## config.mk

```make
export PLATFORM = sky130hd
export DESIGN_NAME = safety_mode_watchdog
export DESIGN_NICKNAME = d
export VERILOG_FILES = /design/src/rtl/safety_mode_watchdog.v /design/src/rtl/tick_divider.v /design/src/rtl/expiry_counter.v
export VERILOG_INCLUDE_DIRS = /design/src /design/src/rtl
export SDC_FILE = /design/constraint.sdc
export NUM_CORES = 1
export LEC_CHECK = 0
export ABC_AREA = 1
export BUFFER_PORTS_ARGS = -buffer_cell sky130_fd_sc_hd__buf_2
export CORE_UTILIZATION = 41
export CTS_BUF_LIST = sky130_fd_sc_hd__clkbuf_4
export CTS_CLUSTER_DIAMETER = 40
export CTS_CLUSTER_SIZE = 20
export DETAILED_ROUTE_END_ITERATION = 8
export PLACE_DENSITY_LB_ADDON = 0.05
export RECOVER_POWER = 25
export SLEW_MARGIN = 10
export SYNTH_ARGS = -nofsm -noshare
export SYNTH_HDL_FRONTEND = slang
export SYNTH_HIERARCHICAL = 1
export SYNTH_SLANG_ARGS = --single-unit
export TNS_END_PERCENT = 50
```

## constraint.sdc

```tcl
create_clock -name clock -period 1.55 [get_ports clock]
set_clock_uncertainty 0.1 [all_clocks]
set_input_delay 0.2325 -clock clock [delete_from_list [all_inputs] [get_ports clock]]
set_output_delay 0.2325 -clock clock [all_outputs]
set_load 0.01 [all_outputs]
```

## src/rtl/wdog_map.vh

```
// Constants for the safety mode watchdog
`ifndef WDOG_MAP_VH
`define WDOG_MAP_VH
`define MODE_PRE_OP 2'h0
`define MODE_REDUCED 2'h1
`define MODE_LOCKED 2'h2
`define ACT_NONE 2'h0
`define ACT_CPU_RESET 2'h1
`define ACT_CPU_IRQ 2'h2
`define STAT_OK 3'h0
`define STAT_LOCKED 3'h1
`define STAT_PRE_OP 3'h2
`define STAT_ALREADY_REDUCED 3'h3
`define STAT_BAD_ARG 3'h4
`define CLOCK_HZ 50000000
`define TICK_US 250
`define TICK_CYCLES ((`CLOCK_HZ / 1000000) * `TICK_US)
`define CPU_RESET_CYCLES 16
`endif

```

## src/rtl/safety_mode_watchdog.v

```verilog
// Safety mode watchdog: mode control, expiry actions and status
//
// Notes on behaviour
// Locked safety entry accepted from pre-operational or reduced, taking action and period.
// Locked safety mode is left only by power removal.
// Expiry does nothing, resets the processor, or raises an interrupt.
// Period codes select 0.25, 1, 4, 16, 64, 256, 1024 or 4096 ms.
// Locked entry with bad action code answers bad argument; every period code is accepted.
// Locked entry while locked answers already locked.
// Reduced safety entry accepted from pre-operational mode.
// Reduced entry refused: already reduced, or locked status when locked.
// Boot firmware enters reduced mode and sets action none.
// In locked mode period and action changes answer locked status.
// In pre-operational mode changes answer enter-reduced-first status.
// Reduced mode allows runtime changes; a status bit shows reduced mode.
// Service reloads the countdown with the configured period.
// With auto service and interrupts on, firmware services every 30 ms.
// Firmware keeps auto service on after startup and during init and exit.
// Interrupt enable gates only the interrupt output, not the pending flag.
// Pending flag sets on interrupt action expiry until acknowledged.
// Acknowledge clears only pending; countdown is untouched.
// After acting, the countdown restarts from the configured period.
// Active status true only for a real action and no debugger attached.
// Countdown decrements at a fixed time base and expires at zero.
`timescale 1ns/1ps
`default_nettype none
`include "wdog_map.vh"
module safety_mode_watchdog #(
  parameter integer TICK_CYCLES = `TICK_CYCLES,
  parameter integer RESET_CYCLES = `CPU_RESET_CYCLES
)(
  // Clock and reset
  input wire clock,
  input wire reset_n,
  // Mode requests, one-cycle pulses
  input wire enter_locked_safety,
  input wire enter_reduced_safety,
  // Configuration requests, one-cycle pulses with argument
  input wire set_expiry_period,
  input wire set_expiry_action,
  input wire [2:0] period_code,
  input wire [1:0] action_code,
  // Service and interrupt control, one-cycle pulses
  input wire service_reload,
  input wire auto_service_on,
  input wire auto_service_off,
  input wire expiry_irq_enable,
  input wire expiry_irq_disable,
  input wire expiry_irq_acknowledge,
  // Board state
  input wire debugger_attached,
  // Request answer
  output reg request_done,
  output reg [2:0] request_status,
  // Status
  output wire reduced_safety_status,
  output wire watchdog_active_status,
  output reg expiry_irq_pending,
  output reg auto_service_enabled,
  output reg irq_enabled,
  output reg [1:0] mode,
  output reg [1:0] expiry_action,
  output reg [2:0] expiry_period,
  // Actions towards the processor
  output wire cpu_irq,
  output reg cpu_reset
);
  wire tick;
  wire expired;
  reg [14:0] period_ticks;
  reg [7:0] reset_count;
  // Countdown reload after an accepted configuration or locked entry
  reg mode_change_load;
  wire action_ok = (action_code == `ACT_NONE) || (action_code == `ACT_CPU_RESET) ||
    (action_code == `ACT_CPU_IRQ);
  wire any_set = set_expiry_period || set_expiry_action;
  wire config_ok = !(set_expiry_action && !action_ok);
  wire is_reduced = (mode == `MODE_REDUCED);
  wire is_locked = (mode == `MODE_LOCKED);
  wire is_pre_op = (mode == `MODE_PRE_OP);
  wire load_now = service_reload;
  wire run = watchdog_active_status;

  // Period code n gives 4^n quarter-millisecond units
  always @*
  begin
    period_ticks = 15'h0001 << {expiry_period, 1'b0};
  end

  assign reduced_safety_status = is_reduced;
  assign watchdog_active_status = (expiry_action != `ACT_NONE) && !debugger_attached;
  assign cpu_irq = expiry_irq_pending && irq_enabled;

  tick_divider #(
    .DIVIDE(TICK_CYCLES)
  ) u_tick (
    .clock(clock),
    .reset_n(reset_n),
    .tick(tick)
  );

  expiry_counter u_count (
    .clock(clock),
    .reset_n(reset_n),
    .load(load_now || mode_change_load),
    .load_value(period_ticks),
    .run(run),
    .tick(tick),
    .expired(expired)
  );

  // Mode and configuration requests; one request per cycle, locked entry first
  always @(posedge clock)
  begin
    if (!reset_n)
    begin
      mode <= `MODE_PRE_OP;
      expiry_action <= `ACT_NONE;
      expiry_period <= 3'h7;
      request_done <= 1'b0;
      request_status <= `STAT_OK;
      mode_change_load <= 1'b0;
    end
    else
    begin
      request_done <= enter_locked_safety || enter_reduced_safety || any_set;
      mode_change_load <= 1'b0;
      if (enter_locked_safety)
      begin
        if (is_locked)
          request_status <= `STAT_LOCKED;
        else if (!action_ok)
          request_status <= `STAT_BAD_ARG;
        else
        begin
          mode <= `MODE_LOCKED;
          expiry_action <= action_code;
          expiry_period <= period_code;
          mode_change_load <= 1'b1;
          request_status <= `STAT_OK;
        end
      end
      else if (enter_reduced_safety)
      begin
        if (is_locked)
          request_status <= `STAT_LOCKED;
        else if (is_reduced)
          request_status <= `STAT_ALREADY_REDUCED;
        else
        begin
          mode <= `MODE_REDUCED;
          request_status <= `STAT_OK;
        end
      end
      else if (any_set)
      begin
        if (is_locked)
          request_status <= `STAT_LOCKED;
        else if (is_pre_op)
          request_status <= `STAT_PRE_OP;
        else if (!config_ok)
          request_status <= `STAT_BAD_ARG;
        else
        begin
          if (set_expiry_period)
            expiry_period <= period_code;
          if (set_expiry_action)
            expiry_action <= action_code;
          mode_change_load <= 1'b1;
          request_status <= `STAT_OK;
        end
      end
    end
  end

  // Interrupt flags and auto service bookkeeping
  always @(posedge clock)
  begin
    if (!reset_n)
    begin
      expiry_irq_pending <= 1'b0;
      irq_enabled <= 1'b0;
      auto_service_enabled <= 1'b1;
    end
    else
    begin
      if (expired && expiry_action == `ACT_CPU_IRQ)
        expiry_irq_pending <= 1'b1;
      else if (expiry_irq_acknowledge)
        expiry_irq_pending <= 1'b0;
      if (expiry_irq_enable)
        irq_enabled <= 1'b1;
      else if (expiry_irq_disable)
        irq_enabled <= 1'b0;
      if (auto_service_on)
        auto_service_enabled <= 1'b1;
      else if (auto_service_off)
        auto_service_enabled <= 1'b0;
    end
  end

  // Processor reset pulse of fixed length; a reset on its own does not leave locked mode
  always @(posedge clock)
  begin
    if (!reset_n)
    begin
      cpu_reset <= 1'b0;
      reset_count <= 8'h00;
    end
    else if (expired && expiry_action == `ACT_CPU_RESET)
    begin
      cpu_reset <= 1'b1;
      reset_count <= RESET_CYCLES[7:0];
    end
    else if (reset_count > 8'h01)
      reset_count <= reset_count - 8'h01;
    else
    begin
      reset_count <= 8'h00;
      cpu_reset <= 1'b0;
    end
  end
endmodule
`default_nettype wire

```

## src/rtl/tick_divider.v

```verilog
// Free running divider giving one pulse per watchdog time base unit
`timescale 1ns/1ps
`default_nettype none
module tick_divider #(
  parameter integer DIVIDE = 12500
)(
  // Clock and reset
  input wire clock,
  input wire reset_n,
  // Tick out
  output reg tick
);
  reg [23:0] count;

  always @(posedge clock)
  begin
    if (!reset_n)
    begin
      count <= 24'h000000;
      tick <= 1'b0;
    end
    else if (count == DIVIDE[23:0] - 24'h000001)
    begin
      count <= 24'h000000;
      tick <= 1'b1;
    end
    else
    begin
      count <= count + 24'h000001;
      tick <= 1'b0;
    end
  end
endmodule
`default_nettype wire

```

## src/rtl/expiry_counter.v

```verilog
// Loadable countdown in time base units, flags expiry at zero
`timescale 1ns/1ps
`default_nettype none
module expiry_counter (
  // Clock and reset
  input wire clock,
  input wire reset_n,
  // Control
  input wire load,
  input wire [14:0] load_value,
  input wire run,
  input wire tick,
  // Result
  output wire expired
);
  reg [14:0] count;
  assign expired = run && tick && (count == 15'h0001);

  always @(posedge clock)
  begin
    if (!reset_n)
      count <= 15'h0001;
    else if (load || expired)
      count <= load_value;
    else if (run && tick)
      count <= count - 15'h0001;
  end
endmodule
`default_nettype wire

```

Word level (Yosys, flattened, before mapping)
Cells that the tools add are included.
{ "totals": {"mem_bits_ro": 0, "latchBits": 0, "ramBits": 0, "memories": 0, "out_inout_bits": 18, "reg_bits": 64} }
{ "classes": {"multipliers": 0, "add_sub_neg": 3, "n_reduce_logical": 33, "n_bitwise": 3, "n_div": 0, "magnitude_cmp": 1, "n_eq_ne": 14, "shift": 1, "mux": 53} }
{ "ops": {"columns": ["cell", "n"], "rows": [
  ["$mux W3", 17],
  ["$mux W2", 17],
  ["$mux W15", 2],
  ["$add A24 B1 Y24 const B", 1],
  ["$eq A24 B14 Y1 const B", 1],
  ["$reduce_bool A2 Y1", 8],
  ["$eq A15 B1 Y1 const B", 1],
  ["$mux W1", 15],
  ["$shl A1 B4 Y15 const A", 1],
  ["$sub A15 B1 Y15 const B", 1],
  ["$reduce_and A7 Y1", 2],
  ["$mux W5", 2],
  ["$ne A2 B2 Y1 const B", 5],
  ["$gt A8 B1 Y1 const B", 1],
  ["$sub A8 B1 Y8 const B", 1],
  ["$logic_and A1 B1 Y1", 7],
  ["$logic_or A1 B1 Y1", 7],
  ["$eq A2 B1 Y1 const B", 3],
  ["$eq A2 B2 Y1 const B", 3],
  ["$logic_not A2 Y1", 2],
  ["$reduce_and A4 Y1", 1],
  ["$reduce_or A2 Y1", 2],
  ["$not A1 Y1", 3],
  ["$reduce_bool A3 Y1", 1],
  ["3 further kinds", 4]
]} }

Logic depth before layout (Yosys ltp)
{ "logic_depth": {"word_depth": 11, "mapped_depth": 11, "ltp_nobuf": 11} }

Cells and area by module
The synthesis kept the hierarchy.
{ "modules_own_cells": {"columns": ["module", "seq_area_each_um2", "n_inst", "cells_per_inst", "area_per_inst_um2"], "rows": [
  ["tick_divider", 500.5, 1, 196, 1426.4],
  ["safety_mode_watchdog", 480.5, 1, 168, 1204.9],
  ["expiry_counter", 300.3, 1, 184, 1167.4]
]} }

Worst setup path after synthesis
No wires, ideal clock.
{ "synth_timing": {"kind": "reg-to-reg", "from": "register expiry_action[1]", "to": "register reset_count[6]", "slack_ns": -0.192, "n_path_buf": 0, "path_stages_with_launch": 10, "t_arrival_ns": 1.526, "required_time_ns": 1.334, "path_cell_list": "dfxtp_1 -> inv_1 -> a21oi_1 -> nand2_1 -> inv_1 -> nand3_1 -> nor3_1 -> nand3_1 -> nand3_2 -> nor2_1"} }
{ "synth_between": {"elab_chain_len": 6, "word_cells_on_any_way": 7, "classes_between": "eq/ne (1); reduce/logical (6)"} }
{ "synth_rtl": {"columns": ["element", "line", "text"], "rows": [
  ["from (decl)", "safety_mode_watchdog.v:62", "output reg [1:0] expiry_action,"],
  ["from (signal assigned)", "safety_mode_watchdog.v:118", "expiry_action <= `ACT_NONE;"],
  ["from (signal assigned)", "safety_mode_watchdog.v:137", "expiry_action <= action_code;"],
  ["from (signal assigned)", "safety_mode_watchdog.v:168", "expiry_action <= action_code;"],
  ["$reduce_bool A2 Y1 (no line)", null, null],
  ["$logic_and A1 B1 Y1", "safety_mode_watchdog.v:91", "assign watchdog_active_status = (expiry_action != `ACT_NONE) && !debugger_attached;"],
  ["named net watchdog_active_status", "safety_mode_watchdog.v:57", "output wire watchdog_active_status,"],
  ["$logic_and A1 B1 Y1 (2 in a row)", "expiry_counter.v:17", "assign expired = run && tick && (count == 15'h0001);"],
  ["named net expired", "safety_mode_watchdog.v:69", "wire expired;"],
  ["$logic_and A1 B1 Y1 (no line)", null, null],
  ["$reduce_or A3 Y1 (no line)", null, null],
  ["to (signal assigned)", "safety_mode_watchdog.v:213", "reset_count <= RESET_CYCLES[7:0];"],
  ["to (signal assigned)", "safety_mode_watchdog.v:216", "reset_count <= reset_count - 8'h01;"],
  ["to (decl)", "safety_mode_watchdog.v:71", "reg [7:0] reset_count;"]
]} }
The timed path passes the listed nets, and every way through them passes these cells.
A chain may end at the register's enable or synchronous reset.

Worst setup path after layout
{ "layout_timing": {"from": "register mode[0]", "to": "output port reduced_safety_status"} }
{ "layout_between": {"elab_chain_len": 1} }
{ "layout_rtl": {"columns": ["element", "line", "text"], "rows": [
  ["from (decl)", "safety_mode_watchdog.v:61", "output reg [1:0] mode,"],
  ["from (signal assigned)", "safety_mode_watchdog.v:117", "mode <= `MODE_PRE_OP;"],
  ["from (signal assigned)", "safety_mode_watchdog.v:136", "mode <= `MODE_LOCKED;"],
  ["from (signal assigned)", "safety_mode_watchdog.v:151", "mode <= `MODE_REDUCED;"],
  ["$eq A2 B1 Y1 (no line)", null, null],
  ["to (decl)", "safety_mode_watchdog.v:56", "output wire reduced_safety_status,"]
]} }
Every way passes these cells.

==> results.json <==
{
  "antenna_cells": 0,
  "final_hold_viol_count": 0,
  "fin_crit_ns": 1.56,
  "drive_gt1_frac": 0.352,
  "worst_ep_required_time_ns": 1.22,
  "layoutNonFillerInstCount": 769,
  "syn_inst": 548,
  "layout.nets": 686,
  "core_area_um2": 8850,
  "p_leak_uw": 0.00237,
  "overflow": 0,
  "synth-simple-area-share": 0.402,
  "crit_type": "reg2out",
  "area_delta_synth_final_pct": 35.8,
  "fillers": 817,
  "ys.flop_type": "dfxtp_1",
  "design.portCount": 36,
  "cts_tree": "built",
  "cts_buffers": 9,
  "power_density_nw_per_um2": 838,
  "fmax_mhz": 642,
  "r2r_slack_ns": 0,
  "path_max_fanout": 3,
  "placed_cells": 732,
  "drtAntennaViolNets": 0,
  "grt_pass1_wl_um": 15500,
  "fin_crit_sh": 1.00,
  "start_util": 0.429,
  "synth_top_family_by_area": "simple AND/OR/NAND/NOR gates",
  "dr.pass1.iters": 7,
  "grt_pass1_vias": 3406,
  "worstSetupEndpointType": "output pin",
  "arrival_ns": 1.22,
  "die_w_um": 98.3,
  "synth-xor-area-share": 0.0530,
  "synth.distinct_cells": 34,
  "syn_avg_cell_area_um2": 6.93,
  "fin_ws_ns": -0.00728,
  "finalSetupViolations": 2,
  "ys_warn_count": 6,
  "peakVddDrop_mv": 0.616,
  "finalHoldWorstSlack_ns": 0.0299,
  "wl_per_cell_um": 12.5,
  "die_area_um2": 9650,
  "die_y_um": 98.3,
  "most-common-layout-cells": "nand2_1 (104), nor2_1 (64), inv_1 (60)",
  "rsz0062_at_grt": "yes",
  "synthAdderAreaFrac": 0.0329,
  "drt_wl_total_um": 9590,
  "drv_cap": 0,
  "status": "finished, violations left",
  "hp-class": "in2reg",
  "numClockSinks": 64,
  "start_kind": "flip-flop",
  "first_iter_violations": 109,
  "yosysSeqAreaShare": 0.337,
  "vias": 3647,
  "track_usage": 0.200,
  "drc": 0,
  "cts_buffer_depth": 2,
  "failed_checks": "setup timing",
  "htreeDepth": 3,
  "setup_tns_ns": -0.0111,
  "syn-cell-area_um2": 3800,
  "power_uw": 4330,
  "synth_compound_area_frac": 0.0794,
  "final_common_cell": "nand2_1",
  "slew_violations": 0,
  "synth_edf_count": 0,
  "place_ws_ns": -0.0858,
  "post-dp-hpwl_um": 6620,
  "ys_ff_latch": 64,
  "grt_max_degree": 20,
  "clkLatencyLatePin_ns": 0.42,
  "vias_per_cell": 4.74,
  "yosys-mux-area-fraction": 0,
  "place.port_buffers": 35,
  "synthArstFlopShare": 0,
  "antenna_found_initial": 0,
  "cts.clk_slew.worst_paths_ns": 0.11,
  "clockRootBuffer": "clkbuf_4",
  "placementRows": 34,
  "gp_congestion": 0.785
}
[stage by stage]
stage               area, um2   util
floorplan                3830      -
global placement         4410  0.499
detailed placement       4410  0.499
CTS                      4780  0.541
global route             5160  0.583
finish                   5160  0.583
[sequential cells by signal, indices dropped and copies added, names as in the netlist]
signal and count:
expiry_action 2, irq_enabled 1, u_tick/tick 1, reset_count 8, mode_change_load 1, request_status 3
mode 2, auto_service_enabled 1, expiry_period 3, cpu_reset 1, expiry_irq_pending 1, u_tick/count 24
u_count/count 15, request_done 1
[path summary, 6_finish.rpt]
check / cells past startpoint / startpoint / endpoint
worst max-delay path: 3 / mode[0]$_SDFFE_PN0P_ / reduced_safety_status
worst min-delay path: 3 / enter_reduced_safety / request_status[1]$_SDFFE_PN0P_
worst max register to register: 9 / u_count/count[1]$_SDFFE_PN0P_ / expiry_irq_pending$_SDFFE_PN0P_
worst min register to register: 1 / reset_count[0]$_SDFF_PP0_ / reset_count[0]$_SDFF_PP0_
[power by group]
group,internal (uW),switching (uW),leakage [uW]
logic,507,585,0.00175
clock network,816,615,0.0000923
registers,1730,74.4,0.000528
total,3050,1270,0.00237
[worst max-delay path: stages, from the launching register on]
cell,delay [ns]
dfxtp_1,0.33
buf_4,0.13
ha_1,0.20
buf_2,0.14
[cells in the mapped netlist (6+ instances only)]
library cell	instances	area share
a21oi_1	23	0.030
xor2_1	11	0.025
nand4_1	7	0.012
nand2_1	115	0.11
dfxtp_1	64	0.34
nor3_1	11	0.014
nand2_2	9	0.015
o21ai_0	18	0.024
xnor2_1	12	0.028
nor2_2	19	0.031
nand3_1	47	0.062
inv_1	69	0.068
nor2_1	77	0.076
nor2_4	8	0.024
ha_1	10	0.033
o21bai_1	6	0.012
[layer usage]
metal  track usage  wire length [um]
met4        0.0586               205
met3        0.0444               308
met2         0.355              4880
met5             0                 0
met1         0.241              4200
[layout make-up]
class	count	area [um2]	area share
multi-input cells	409	2510	0.487
repair buffers	101	753	0.146
clock inverters	4	95.1	0.0184
flip-flops and latches	64	1310	0.253
clock buffers	10	75.1	0.0145
inverters	73	280	0.0543
well taps	108	135	0.0262
[kinds of logic after synthesis]
| family | Yosys count |
|---|---|
| xor+xnor | 23 |
| compound gates | 53 |
| flops | 64 |
| simple gates | 315 |
| other cells | 1 |
| fa+ha+maj | 10 |
| buf+inv | 82 |
[repair_timing]
action,CTS,global route
endpoints found under the setup margin,23,52
cloned,1,1
hold buffers,8,1
buffers inserted,5,7
gates resized for setup,20,92
pin swaps,5,35
endpoints found under the hold margin,6,1
(Power assumes the default switching activity.)
